$ cat config.mk
export PLATFORM = sky130hd
export DESIGN_NAME = ckgsel_top
export DESIGN_NICKNAME = d
export VERILOG_FILES = /design/src/common/ckgsel_pkg.sv /design/src/hdl/ckgsel_top.sv
export SDC_FILE = /design/constraint.sdc
export NUM_CORES = 1
export LEC_CHECK = 0
export BUFFER_PORTS_ARGS = -buffer_cell sky130_fd_sc_hd__buf_2
export CAP_MARGIN = 20
export CORE_MARGIN = 2
export CORE_UTILIZATION = 45
export DETAILED_ROUTE_END_ITERATION = 8
export PLACE_DENSITY = 0.66
export SLEW_MARGIN = 20
export SYNTH_ARGS = -nofsm -noshare
export SYNTH_HDL_FRONTEND = slang
export SYNTH_SLANG_ARGS = --single-unit
export TNS_END_PERCENT = 50
$ cat constraint.sdc
create_clock -name clk_sys -period 2.8 [get_ports clk_sys]
set_input_delay 0.28 -clock clk_sys [delete_from_list [all_inputs] [get_ports clk_sys]]
set_output_delay 0.28 -clock clk_sys [all_outputs]
set_load 0.02 [all_outputs]
$ cat src/common/ckgsel_pkg.sv
// Package for the clock select, channel enable and interrupt gating block.
// Assumes a 32-bit AHB-Lite register bus and a 200 MHz system clock.
package ckgsel_pkg;

   ////////////////////////////////////////////////////////////////////////
   // Register indices; the byte address is four times the index
   localparam logic [9:0]  CLOCK_TREE_SELECT_IDX = 10'h003;
   localparam logic [9:0]  CHANNEL_ENABLE_IDX    = 10'h004;
   localparam logic [9:0]  INTERRUPT_GATING_IDX  = 10'h005;
   localparam logic [9:0]  IRQ_FLAG_CLEAR_IDX    = 10'h006;
   localparam logic [9:0]  IRQ_CONTROL_IDX       = 10'h00A;
   localparam logic [9:0]  MULTIPLIER_CTRL_IDX   = 10'h065;

   ////////////////////////////////////////////////////////////////////////
   // Reset values
   localparam logic [15:0] CLOCK_TREE_SELECT_RST = 16'h0000;
   localparam logic [15:0] CHANNEL_ENABLE_RST    = 16'h0000;
   localparam logic [15:0] INTERRUPT_GATING_RST  = 16'h007F;
   localparam logic [15:0] IRQ_CONTROL_RST       = 16'h0000;
   localparam logic [15:0] MULTIPLIER_CTRL_RST   = 16'h0000;

   ////////////////////////////////////////////////////////////////////////
   // Field positions
   localparam int REF_SEL_LSB   = 8;   // multiplier_reference_select [9:8]
   localparam int OUT_SEL_LSB   = 4;   // multiplier_output_code [6:4]
   localparam int SCALER_LSB    = 0;   // system_scaler_code [2:0]
   localparam int LEFT_EN_BIT   = 1;
   localparam int RIGHT_EN_BIT  = 0;
   localparam int DISABLE_LSB   = 0;   // disable bits [6:0]
   localparam int MASK_LSB      = 8;   // mask bits [14:8]
   localparam int POLARITY_BIT  = 0;
   localparam int MULT_EN_BIT   = 0;

   // Interrupt source positions in status, mask and disable fields
   localparam int SRC_SHUTDOWN  = 4;
   localparam int SRC_CLIP      = 3;
   localparam int SRC_UNDERVOLT = 2;
   localparam int SRC_POWERUP   = 0;
   localparam logic [6:0] SRC_USED = 7'h1D;

   ////////////////////////////////////////////////////////////////////////
   // Codes
   localparam logic [1:0] REF_OFF     = 2'h3;
   localparam logic [2:0] OUT_PIN     = 3'h0;
   localparam logic [2:0] OUT_X1      = 3'h1;
   localparam logic [2:0] OUT_X2      = 3'h2;
   localparam logic [2:0] OUT_X4      = 3'h3;
   localparam logic [2:0] OUT_X8      = 3'h4;
   localparam logic [2:0] SCALE_BYPAS = 3'h4;

   ////////////////////////////////////////////////////////////////////////
   // Timing: quiet gap on each side of a clock switch
   localparam int CLK_PERIOD_PS = 5000;
   localparam int SWITCH_GAP_PS = 100000;
   localparam int SWITCH_GAP_CYC =
      (SWITCH_GAP_PS + CLK_PERIOD_PS - 1) / CLK_PERIOD_PS;

   typedef enum logic [1:0] {SW_RUN, SW_STOP, SW_LOAD} ckgsel_sw_t;

endpackage

$ cat src/hdl/ckgsel_top.sv
// Clock tree control, output path enables and interrupt gating.
// Assumes an AHB-Lite master, asynchronous event inputs from the analog
// side and an analog clock tree that follows the decoded select outputs.
// The derived clock is built outside; the selects only move while the
// switch sequencer holds that clock stopped.
`timescale 1ns/1ps
module ckgsel_top
   import ckgsel_pkg::*;
(
   // Clock and reset
   input  wire logic        clk_sys,
   input  wire logic        nrst,
   // AHB-Lite slave
   input  wire logic        hsel,
   input  wire logic [31:0] haddr,
   input  wire logic [1:0]  htrans,
   input  wire logic        hwrite,
   input  wire logic [2:0]  hsize,
   input  wire logic [31:0] hwdata,
   input  wire logic        hready,
   output logic      [31:0] hrdata,
   output logic             hreadyout,
   output logic             hresp,
   // Interrupt sources, asynchronous levels
   input  wire logic        shutdown_event,
   input  wire logic        clipping_event,
   input  wire logic        undervoltage_event,
   input  wire logic        powerup_event,
   // Clock tree controls
   output logic [1:0]       reference_divider_code,
   output logic             reference_on,
   output logic [4:0]       multiplied_clock_select,
   output logic [1:0]       system_scaler_shift,
   output logic             system_scaler_bypass,
   output logic             system_clock_run,
   // Output paths and interrupt pin
   output logic             left_path_enable,
   output logic             right_path_enable,
   output logic             irq_pin
);

   ////////////////////////////////////////////////////////////////////////
   // State
   typedef struct packed {
      // Event capture and latched status
      logic [3:0]  sync1;
      logic [3:0]  sync2;
      logic [3:0]  sync3;
      logic [3:0]  evt_lvl;
      logic [6:0]  status;
      // Register copies
      logic [15:0] clk_tree;
      logic [15:0] chan;
      logic [15:0] gating;
      logic [15:0] irq_ctl;
      logic [15:0] mult_ctl;
      // Clock switch sequencer
      logic [15:0] applied;
      logic        applied_men;
      ckgsel_sw_t  sw;
      logic [7:0]  gap_cnt;
      // Bus data phase
      logic        wr_pend;
      logic        rd_pend;
      logic [9:0]  dp_idx;
      logic        hready;
      logic [31:0] hrdata;
      // Registered outputs
      logic [1:0]  ref_code;
      logic        ref_on;
      logic [4:0]  mul_sel;
      logic [1:0]  sc_shift;
      logic        sc_bypass;
      logic        clk_run;
      logic        left_en;
      logic        right_en;
      logic        irq_pin;
   } ckgsel_state_t;

   // Last count of each quiet gap around a switch
   localparam logic [7:0] GAP_LAST = 8'(SWITCH_GAP_CYC - 1);

   // Current and next state
   ckgsel_state_t st_r;
   ckgsel_state_t st_nxt;

   // Event and interrupt nets
   logic [3:0]  evt_in;
   logic [3:0]  evt_stable;
   logic [3:0]  evt_rise;
   logic [6:0]  src_set;
   logic [6:0]  src_clr;
   logic [6:0]  irq_active_v;
   logic        irq_active;
   // Bus nets
   logic        take;
   logic [9:0]  ap_idx;
   logic [31:0] rd_val;
   // Fields of the applied clock selection
   logic [2:0]  out_code;
   logic [2:0]  sc_code;

   assign evt_in = {shutdown_event, clipping_event,
                    undervoltage_event, powerup_event};

   ////////////////////////////////////////////////////////////////////////
   // Event qualification: a change counts once stages two and three agree
   // and only falls back once both read low, so a glitch counts once
   assign evt_stable = (st_r.sync2 & st_r.sync3) |
                       (st_r.evt_lvl & (st_r.sync2 | st_r.sync3));
   assign evt_rise   = evt_stable & ~st_r.evt_lvl;

   // Map event order onto status bit positions
   always_comb
   begin
      src_set = 7'h00;
      src_set[SRC_SHUTDOWN]  = evt_rise[3];
      src_set[SRC_CLIP]      = evt_rise[2];
      src_set[SRC_UNDERVOLT] = evt_rise[1];
      src_set[SRC_POWERUP]   = evt_rise[0];
      // Disabled sources never latch
      src_set = src_set & ~st_r.gating[DISABLE_LSB +: 7] & SRC_USED;
   end

   // Masked sources latch but stay off the pin
   assign irq_active_v = st_r.status & ~st_r.gating[MASK_LSB +: 7];
   assign irq_active   = |irq_active_v;

   ////////////////////////////////////////////////////////////////////////
   // Bus decode
   assign take   = hsel & hready & htrans[1];

   // Word index of the address phase
   assign ap_idx = haddr[11:2];

   // Read mux on the data-phase index
   always_comb
   begin
      rd_val = 32'h0000_0000;
      unique case (st_r.dp_idx)
         CLOCK_TREE_SELECT_IDX: rd_val[15:0] = st_r.clk_tree;
         CHANNEL_ENABLE_IDX:    rd_val[15:0] = st_r.chan;
         INTERRUPT_GATING_IDX:  rd_val[15:0] = st_r.gating;
         IRQ_FLAG_CLEAR_IDX:    rd_val[6:0]  = st_r.status;
         IRQ_CONTROL_IDX:       rd_val[15:0] = st_r.irq_ctl;
         MULTIPLIER_CTRL_IDX:   rd_val[15:0] = st_r.mult_ctl;
         default:               rd_val       = 32'h0000_0000;
      endcase
   end

   // Write-one-to-clear mask for the status bits
   // It acts in the data phase, while hwdata stands
   assign src_clr = (st_r.wr_pend && st_r.dp_idx == IRQ_FLAG_CLEAR_IDX)
                    ? hwdata[6:0] : 7'h00;

   // Fields of the clock selection now in force
   assign out_code = st_r.applied[OUT_SEL_LSB +: 3];
   assign sc_code  = st_r.applied[SCALER_LSB +: 3];

   ////////////////////////////////////////////////////////////////////////
   // Next state
   // Each field holds unless a group below changes it
   always_comb
   begin
      st_nxt = st_r;

      // Three-stage capture of the asynchronous events
      st_nxt.sync1   = evt_in;
      st_nxt.sync2   = st_r.sync1;
      st_nxt.sync3   = st_r.sync2;
      st_nxt.evt_lvl = evt_stable;

      // Set wins over a clear in the same cycle
      st_nxt.status = ((st_r.status & ~src_clr) | src_set) & SRC_USED;

      // Register writes in the data phase
      // The status word only clears, which is done above
      if (st_r.wr_pend)
      begin
         unique case (st_r.dp_idx)
            CLOCK_TREE_SELECT_IDX: st_nxt.clk_tree = hwdata[15:0];
            CHANNEL_ENABLE_IDX:    st_nxt.chan     = hwdata[15:0];
            INTERRUPT_GATING_IDX:  st_nxt.gating   = hwdata[15:0];
            IRQ_CONTROL_IDX:       st_nxt.irq_ctl  = hwdata[15:0];
            MULTIPLIER_CTRL_IDX:   st_nxt.mult_ctl = hwdata[15:0];
            default:               st_nxt.chan     = st_r.chan;
         endcase
      end

      // Reads take one wait state so a write just before is seen
      st_nxt.wr_pend = 1'b0;
      st_nxt.rd_pend = 1'b0;
      st_nxt.hready  = 1'b1;
      // Second read cycle: present the data
      if (st_r.rd_pend)
      begin
         st_nxt.hrdata = rd_val;
      end
      // Address phase: note what the data phase must do
      else if (take)
      begin
         st_nxt.dp_idx  = ap_idx;
         st_nxt.wr_pend = hwrite;
         st_nxt.rd_pend = ~hwrite;
         st_nxt.hready  = hwrite;
      end

      // Clock switch: stop, change selects, wait, restart
      unique case (st_r.sw)
         // Idle: any difference starts a switch
         SW_RUN:
         begin
            if (st_r.clk_tree != st_r.applied ||
                st_r.mult_ctl[MULT_EN_BIT] != st_r.applied_men)
            begin
               st_nxt.sw      = SW_STOP;
               st_nxt.clk_run = 1'b0;
               st_nxt.gap_cnt = 8'h00;
            end
         end
         // Stopped: load the new selects after the gap
         SW_STOP:
         begin
            st_nxt.gap_cnt = st_r.gap_cnt + 8'h01;
            if (st_r.gap_cnt == GAP_LAST)
            begin
               st_nxt.sw          = SW_LOAD;
               st_nxt.applied     = st_r.clk_tree;
               st_nxt.applied_men = st_r.mult_ctl[MULT_EN_BIT];
               st_nxt.gap_cnt     = 8'h00;
            end
         end
         // Loaded: let the selects settle, then restart
         SW_LOAD:
         begin
            st_nxt.gap_cnt = st_r.gap_cnt + 8'h01;
            if (st_r.gap_cnt == GAP_LAST)
            begin
               st_nxt.sw      = SW_RUN;
               st_nxt.clk_run = 1'b1;
            end
         end
      endcase

      // Reference feed for the multiplier
      st_nxt.ref_code = st_r.applied[REF_SEL_LSB +: 2];
      st_nxt.ref_on   = st_r.applied[REF_SEL_LSB +: 2] != REF_OFF;

      // Multiplier output choice, one-hot; x4/x8 need the enable
      st_nxt.mul_sel = 5'h00;
      unique case (out_code)
         OUT_PIN: st_nxt.mul_sel = 5'h01;
         OUT_X1:  st_nxt.mul_sel = 5'h02;
         OUT_X2:  st_nxt.mul_sel = 5'h04;
         OUT_X4:  st_nxt.mul_sel = st_r.applied_men ? 5'h08 : 5'h00;
         OUT_X8:  st_nxt.mul_sel = st_r.applied_men ? 5'h10 : 5'h00;
         default: st_nxt.mul_sel = 5'h00;
      endcase

      // System scaler: divide by 2^code or bypass to the pin
      st_nxt.sc_bypass = sc_code[2];
      st_nxt.sc_shift  = sc_code[2] ? 2'h0 : sc_code[1:0];

      // Output path enables
      st_nxt.left_en  = st_r.chan[LEFT_EN_BIT];
      st_nxt.right_en = st_r.chan[RIGHT_EN_BIT];

      // Interrupt pin level with programmable polarity
      // With polarity 0 the pin idles high
      st_nxt.irq_pin = st_r.irq_ctl[POLARITY_BIT] ? irq_active
                                                  : ~irq_active;
   end

   ////////////////////////////////////////////////////////////////////////
   // State register
   always_ff @(posedge clk_sys or negedge nrst)
   begin
      if (!nrst)
      begin
         // Idle bus, clock running, interrupt pin inactive
         st_r             <= '0;
         st_r.clk_tree    <= CLOCK_TREE_SELECT_RST;
         st_r.chan        <= CHANNEL_ENABLE_RST;
         st_r.gating      <= INTERRUPT_GATING_RST;
         st_r.irq_ctl     <= IRQ_CONTROL_RST;
         st_r.mult_ctl    <= MULTIPLIER_CTRL_RST;
         st_r.applied     <= CLOCK_TREE_SELECT_RST;
         st_r.sw          <= SW_RUN;
         st_r.hready      <= 1'b1;
         st_r.ref_on      <= 1'b1;
         st_r.mul_sel     <= 5'h01;
         st_r.clk_run     <= 1'b1;
         st_r.irq_pin     <= 1'b1;
      end
      else
      begin
         st_r <= st_nxt;
      end
   end

   ////////////////////////////////////////////////////////////////////////
   // Outputs straight from the state register, except hresp, which is tied to zero
   assign hrdata                  = st_r.hrdata;
   assign hreadyout               = st_r.hready;
   assign hresp                   = 1'b0;

   // Clock tree selects
   assign reference_divider_code  = st_r.ref_code;
   assign reference_on            = st_r.ref_on;
   assign multiplied_clock_select = st_r.mul_sel;
   assign system_scaler_shift     = st_r.sc_shift;
   assign system_scaler_bypass    = st_r.sc_bypass;
   assign system_clock_run        = st_r.clk_run;

   // Output paths and interrupt pin
   assign left_path_enable        = st_r.left_en;
   assign right_path_enable       = st_r.right_en;
   assign irq_pin                 = st_r.irq_pin;

endmodule

==> results of run 1 <==
==> path summary, 6_finish.rpt <==
kind	start	to	cells past startpoint
hold reg to reg	st_nxt[183]	st_nxt[179]	0
hold / removal	haddr[9]	st_r[55]	2
max in group asynchronous	nrst	reference_on	3
setup / recovery	st_r[52]	st_r[127]	5
setup reg to reg	st_r[52]	st_r[127]	5
min in group asynchronous	nrst	st_r[67]	2
==> placed cells by master, fill, tap and decap left out, drive strengths merged, types with 4 or more instances in the layout <==
| cell | instances |
|---|---|
| dfrtp | 159 |
| mux2 | 109 |
| buf | 79 |
| nand2 | 33 |
| nor2 | 24 |
| o21ai | 20 |
| a22oi | 18 |
| clkbuf | 18 |
| xnor2 | 17 |
| conb | 17 |
| a221oi | 16 |
| inv | 16 |
| a21oi | 15 |
| dfstp | 12 |
| nor3 | 11 |
| clkinv | 7 |
| nand3 | 7 |
| nand2b | 6 |
| nor2b | 6 |
| dlygate4sd3 | 5 |
| maj3 | 4 |
| a21o | 4 |
| nand4 | 4 |
| a31oi | 4 |
| mux2i | 4 |
| ha | 4 |
| o31ai | 4 |
==> power groups by stage <==
stage	registers [mW]	logic (mW)	clock network (mW)
after global routing	2.86	0.819	2.55
final	2.83	0.734	2.38
after detailed placement	2.87	0.738	0
after global placement	2.86	0.707	0
after floorplan	2.82	0.585	0
after CTS	2.83	0.747	2.42
==> routing by layer <==
layer | vias to the layer above | share of wire (%) | GRT usage [%]
li1 | 2211 | - | -
met1 | 2450 | 45 | 26.62
met2 | 131 | 48 | 30.20
met3 | 13 | 5.5 | 4.505
met4 | 2 | 1.1 | 6.481
met5 | - | 0.044 | 0
==> per-stage QoR <==
| step | util, % | power, mW |
|---|---|---|
| global placement | 48.21 | 3.563 |
| detailed placement | 48.21 | 3.611 |
| CTS | 52.11 | 5.999 |
| floorplan | - | 3.401 |
| finish | 52.11 | 5.940 |
| global route | 52.11 | 6.228 |
==> area by class of cell <==
| cell class | count | area [µm²] |
|---|---|---|
| fill | 1441 | 7998 |
| sequential | 171 | 4294 |
| multi-input combinational | 366 | 2989 |
| timing repair buffer | 84 | 494.2 |
| clock buffer | 18 | 439.2 |
| tap | 220 | 275.3 |
| clock inverter | 14 | 162.7 |
| inverter | 13 | 48.80 |
==> state kept, by name, summed over array words and instances (netlist names) <==
signal / count
st_r: 121
hrdata: 16
st_nxt: 12
multiplied_clock_select: 5
out_code: 3
sc_code: 3
reference_divider_code: 2
system_scaler_shift: 2
hreadyout: 1
irq_pin: 1
left_path_enable: 1
reference_on: 1
right_path_enable: 1
system_clock_run: 1
system_scaler_bypass: 1
==> repair_timing <==
action / in CTS / in global routing
endpoints found under the hold margin: 61 / 0
hold buffers: 5 / 0
resized for setup: 0 / 0
setup endpoints to repair: 0 / 0
==> worst register-to-register path, stage by stage, from the launching register on <==
cell and delay, ps:
dfrtp_1 400, nor4_4 410, nand4b_1 200, nor2_1 210, nand2_2 430, mux2_4 460
==> cells by family after synthesis <==
| kind of cell | share of synthesized area [%] |
|---|---|
| xor+xnor | 2.043 |
| fa+ha+maj | 1.168 |
| mux | 17.40 |
| buf+inv | 6.389 |
| flops | 55.65 |
| other cells | 0.04860 |
| simple gates | 8.562 |
| compound gates | 8.740 |
==> impl_metrics.ini, run 1 <==
[yosys]
synthTopCellsByCount = 159 x dfrtp_1, 74 x mux2_2, 42 x buf_4
synth_top_cell_by_area = dfrtp_1
netlist_area_um2 = 7716
yosysMostFrequentCell = dfrtp_1
synthArstFlopShare_pct = 100.0
synthesis.instances = 600
ys_top_cells_by_area = dfrtp_1 52%, mux2_2 11%, dfstp_2 4.1%
yosys_warnings = 0
ys_ff_latch = 171
ys_seq_area_share_pct = 55.65
yosysUniqueCellTypes = 60
synth_top_area_share_pct = 51.56
synth_flop_cell = dfrtp_1
synth.avg_cell_area_um2 = 12.86
synth-edff-count = 0

[placed_design]
pre_cts_slack_ps = 587.3
portBuffers = 67
place.gp.congestion = 0.7754
dpl-instance-area_um2 = 8051
dp.cells = 849
hpwlAfterDp_mm = 10.71

[power_and_ir_drop]
pwr-share-seq_pct = 47.6
p_switching_mw = 1.613
pwr-share-comb_pct = 12.4
peakVddDrop_uv = 508.0
switching_share_pct = 27.15
power.internal_mw = 4.328
powerDensity_nw_per_um2 = 682.5
total_leakage_power_nw = 3.899
clkPwrFrac_pct = 40.0

[worst_setup_path]
cp.arrival_ps = 2540
reg2reg_slack_ps = 570
cp_cell_sequence = nor4_4 > nand4b_1 > nor2_1 > nand2_2 > mux2_4
start_kind = flop
crit_buf_inv = 0
endpoint_kind = flop
critPathTopFamily = simple AND/OR/NAND/NOR gates
crit_slowest_cell = mux2_4
crit_required_ps = 3110
cp_max_fo = 16
criticalPathCategory = flop to flop
critPathMaxStageDelay_ps = 450

[cells_and_area]
final_cells = 886
layout.nets = 735
fin_area_um2 = 8703
diodes = 0
drive_gt1_share_pct = 34.83
synthToLayoutAreaGrowth_pct = 12.79

[global_route]
grt_pass1_wl_mm = 27.04
grt_use_total_pct = 19.27
grt_max_degree = 67
antenna_found_initial = 1
grt_pass1_vias = 5120
overflow = 0

[floorplanning]
placementRows = 47
die_h_um = 134.9
start_util_pct = 46.20
coreArea_um2 = 16700
die-area_um2 = 18210
die_width_um = 134.9
ios = 127

[detailed_routing]
wl_per_cell_um = 18.13
drc_errors = 0
detail_route.vias_per_cell = 5.426
first_pass_iters = 5
vias = 4807
drt_iter0_markers = 322
antenna_left = 0
routed_wirelength_mm = 16.07

[min_path]
hold_path.class = primary input to flop

[cts]
clk_pin_slew_ps = 60
cts_setup_buffers = 0
cts_buffers = 17
cts_tree = yes
clk_path_buf_depth = 2
root_buffer = clkbuf_16
htreeDepth = 4
clock_latency_ps = 430
clock_sinks = 171

[timing]
final.setup_skew_ps = 6.743
rsz0062_at_grt = false
holdWs_ps = 81.66
setup_slack_ps = 568.2
drv_slew = 0
fin_crit_ps = 2232
post-route-period-util_pct = 79.71
timing.fmax_ghz = 0.4481
setup_viol = 0
slew_headroom_pct = 54.52
hold_violations = 0
tns_ps = 0
tightest_slew_ps = 679.9

[flow_run]
drv_cap = 0

[status]
outcome = complete, no violations
(Power assumes the default switching activity.)
==> run 2, diff against run 1 <==
Clock period 2.8 ns to 2.2 ns, I/O delays scaled along.
==> run 2 against run 1 <==
Total power rose by 23%; die area did not move; register-to-register slack got worse by 410 ps; worst setup slack got worse by 410 ps; global-route usage rose by 0.097 points; combinational power rose by 32%; cell area rose by 0.65%; critical path depth rose by 1; hold slack got worse by 52 ps; sequential power rose by 27%; largest cell class unchanged.
==> impl_metrics.ini, run 2 (synthesized netlist as in run 1, its figures left out) <==
[cells_and_area]
layout.nets = 746
mostFrequentLayoutCell = dfrtp_1
utilization_pct = 52.45
synthToLayoutAreaGrowth_pct = 13.52
diodes = 0
fillers = 1454
drive_gt1_share_pct = 35.60
fin_area_um2 = 8760
top_register = st_r
final_cells = 897
final_cell_mix = 159 x dfrtp_1, 74 x mux2_2, 66 x buf_2
largest_reg_flops = 121

[worst_setup_path]
cp.arrival_ps = 2390
cp_max_fo = 10
crit_required_ps = 2550
criticalPathCategory = flop to flop
endpoint_kind = flop
start_kind = flop

[placed_design]
portBuffers = 67
pre_cts_slack_ps = 148.5
place.gp.congestion = 0.7740
dpl-instance-area_um2 = 8159
hpwlAfterDp_mm = 11.24
dp.cells = 860

[floorplanning]
start_util_pct = 46.20
ios = 127
coreArea_um2 = 16700
die-area_um2 = 18210
die_h_um = 134.9
placementRows = 47
die_width_um = 134.9

[detailed_routing]
detail_route.vias_per_cell = 5.465
wl_per_cell_um = 18.38
first_pass_iters = 4
drc_errors = 0
drt_iter0_markers = 228
antenna_left = 0
vias = 4902
routed_wirelength_mm = 16.48

[global_route]
grt_pass1_wl_mm = 27.24
antenna_found_initial = 1
grt_use_total_pct = 19.37
grt_max_degree = 60
grt_pass1_vias = 5125
overflow = 0

[timing]
hold_violations = 0
tightest_slew_ps = 986.2
fin_crit_ps = 2038
holdWs_ps = 29.45
rsz0062_at_grt = false
slew_headroom_pct = 34.12
post-route-period-util_pct = 92.65
setup_viol = 0
drv_slew = 0
timing.fmax_ghz = 0.4906
setup_slack_ps = 161.8
tns_ps = 0
final.setup_skew_ps = 5.458

[cts]
cts_hold_buf = 5
cts_tree = yes
htreeDepth = 4
cts_buffers = 17
cts.repair.resized = 0
clk_pin_slew_ps = 60
root_buffer = clkbuf_16
clock_latency_ps = 430
clk_path_buf_depth = 2
cts_setup_buffers = 0
clock_sinks = 171

[power_and_ir_drop]
total_leakage_power_nw = 3.928
total_power_mw = 7.331
peakVddDrop_uv = 643.5
powerDensity_nw_per_um2 = 836.9

[min_path]
hold_path.class = primary input to flop

[status]
outcome = complete, no violations

[flow_run]
drv_cap = 0
-- run 2: worst paths after layout --
check / start / depth (start not counted) / to / slack [ps]
hold reg to reg: st_nxt[183] / 0 / st_nxt[179] / 350
setup / recovery: st_r[51] / 6 / hrdata[12] / 160
hold / removal: haddr[8] / 2 / st_r[54] / 30
setup reg to reg: st_r[51] / 6 / hrdata[12] / 160
max in group asynchronous: nrst / 3 / system_clock_run / 1040
min in group asynchronous: nrst / 2 / st_r[61] / 320
-- run 2: layout make-up --
class	count	area (µm²)	share of cell area [%]
clock buffers	21	460.4	5.256
clock inverters	11	90.09	1.028
inverters	13	48.80	0.5571
multi-input cells	366	2989	34.12
flip-flops and latches	171	4294	49.02
well taps	220	275.3	3.142
repair buffers	95	601.8	6.870
-- run 2: metal layers --
layer / routed length, µm / up-vias / share of wire (%) / track usage [%]
li1: - / 2218 / - / -
met1: 7482 / 2537 / 45 / 25.99
met2: 8004 / 129 / 49 / 31.61
met3: 821 / 16 / 5.0 / 4.917
met4: 167 / 2 / 1.0 / 5.035
met5: 7 / - / 0.042 / 0
-- run 2: worst max-delay path, cell delays in order (launching register included) --
cell      delay (ps)
dfrtp_1          390
nor2b_1          770
buf_4            320
a22oi_1           80
o21ai_0          190
a221oi_1          80
a21oi_1          150
-- run 2: power breakdown --
part / internal (mW) / switching (mW) / leakage (nW) / total (mW)
sequential: 3.39 / 0.193 / 2.06 / 3.59
combinational: 0.404 / 0.567 / 1.61 / 0.971
clock: 1.52 / 1.26 / 0.253 / 2.77
==> run 3, diff against run 2 <==
Settings changed: CORE_UTILIZATION 45 to 35, PLACE_DENSITY 0.66 to not set.
==> run 3 against run 2 <==
Register-to-register slack got worse by 40 ps; first-iteration DRC count down 9.2%; cell area up 1.4%; total power is 4.0% higher; die area up 28%; sequential share of layout area down 0.66 points; sequential power is essentially flat; maximum frequency fell by 1.8%; flip-flop and latch count did not move; non-clock buffer count fell by 3; cell count is 6.4% higher; highest routed layer is now met4.
==> impl_metrics.ini, run 3 (synthesized netlist as in run 1, its figures left out) <==
[global_route]
grt_use_total_pct = 14.56
grt_pass1_wl_mm = 27.23
grt_max_degree = 79
antenna_found_initial = 0
overflow = 0
grt_pass1_vias = 5191

[floorplanning]
coreArea_um2 = 21760
die-area_um2 = 23250
ios = 127
die_width_um = 152.5
die_h_um = 152.5
placementRows = 54
start_util_pct = 35.47

[cts]
root_buffer = clkbuf_16
clock_latency_ps = 420
cts_buffers = 17
htreeDepth = 4
cts_tree = yes
clk_path_buf_depth = 2
clk_pin_slew_ps = 70
clock_sinks = 171

[detailed_routing]
wl_per_cell_um = 17.20
detail_route.vias_per_cell = 5.117
antenna_left = 0
drt_iter0_markers = 207
drc_errors = 0
first_pass_iters = 5
routed_wirelength_mm = 16.41
vias = 4882

[timing]
timing.fmax_ghz = 0.4816
drv_slew = 0
tns_ps = 0
fin_crit_ps = 2076
rsz0062_at_grt = false
setup_viol = 0
post-route-period-util_pct = 94.37
final.setup_skew_ps = 9.200
hold_violations = 0
slew_headroom_pct = 59.43
tightest_slew_ps = 607.2

[cells_and_area]
final_cell_mix = 159 x dfrtp_1, 74 x mux2_2, 66 x buf_2
fillers = 2046
fin_area_um2 = 8880
mostFrequentLayoutCell = dfrtp_1
layout.nets = 743
utilization_pct = 40.82
synthToLayoutAreaGrowth_pct = 15.08
drive_gt1_share_pct = 35.61
multi_input_area_um2 = 2989
final_cells = 954
top_register = st_r
largest_reg_flops = 121
diodes = 0
area.sequential_um2 = 4294

[placed_design]
portBuffers = 67
dpl-instance-area_um2 = 8217
hpwlAfterDp_mm = 11.37
place.gp.congestion = 0.7956
dp.cells = 916

[min_path]
hold_path.class = primary input to flop
hp-start = haddr[3]

[worst_setup_path]
crit_required_ps = 2510
start_kind = flop
cp_max_fo = 11
cp.arrival_ps = 2380
rr_startpoint = st_r[56]
endpoint_kind = flop
startpoint = st_r[56]
criticalPathCategory = flop to flop

[power_and_ir_drop]
peakVddDrop_uv = 509.0
powerDensity_nw_per_um2 = 858.7
total_leakage_power_nw = 3.956

[flow_run]
drv_cap = 0

[status]
outcome = complete, no violations
==> run 3: area by class of cell <==
type	instances	area share, %
flip-flops and latches	171	48.36
multi-input cells	366	33.66
repair buffers	92	6.665
clock buffers	18	4.946
well taps	280	3.945
clock inverters	14	1.874
inverters	13	0.5495
==> run 3: critical path: stages (launching register included) <==
cell and delay, ps:
dfrtp_1 410, nor4_4 390, nand4b_1 190, nor3_2 220, nand2_2 210, buf_12 220
mux2_1 310
==> run 3: where the power goes <==
group / total [mW] / leakage, nW / internal (mW) / switching, mW
clock: 3.07 / 0.294 / 1.82 / 1.25
combinational: 0.970 / 1.60 / 0.406 / 0.564
sequential: 3.59 / 2.06 / 3.39 / 0.193
total: 7.62 / 3.96 / 5.62 / 2.01
==> run 3: path summary, 6_finish.rpt <==
check                                             end  slack, ps  cells past startpoint
max reg2reg                                 st_r[146]        120                      6
max in group asynchronous                   st_r[123]       1110                      3
min in group asynchronous  multiplied_clock_select[3]        280                      2
min reg2reg                               st_nxt[178]        350                      0
max                                         st_r[146]        120                      6
min                                          st_r[49]         30                      2
==> run 3: what timing repair did <==
| item | CTS | global route |
|---|---|---|
| resized for setup | 0 | 0 |
| hold buffers | 5 | 0 |
| buffers inserted | 0 | 1 |
| setup endpoints to repair | 0 | 7 |
| endpoints found under the hold margin | 40 | 0 |
==> run 3: routing by layer <==
layer	wire length (µm)	GRT usage, %	up-vias
li1	-	-	2231
met1	7359	18.90	2496
met2	8023	24.11	135
met3	701	3.129	20
met4	326	5.335	0
met5	0	0	-
==> run 3: per-stage QoR <==
step	power (mW)	setup slack, ps	hold WS (ps)
floorplan	4.329	297.9	-75.59
global placement	4.554	222.0	151.2
detailed placement	4.610	58.30	164.2
CTS	7.711	50.85	11.96
global route	7.979	2.827	8.632
finish	7.625	123.8	30.59
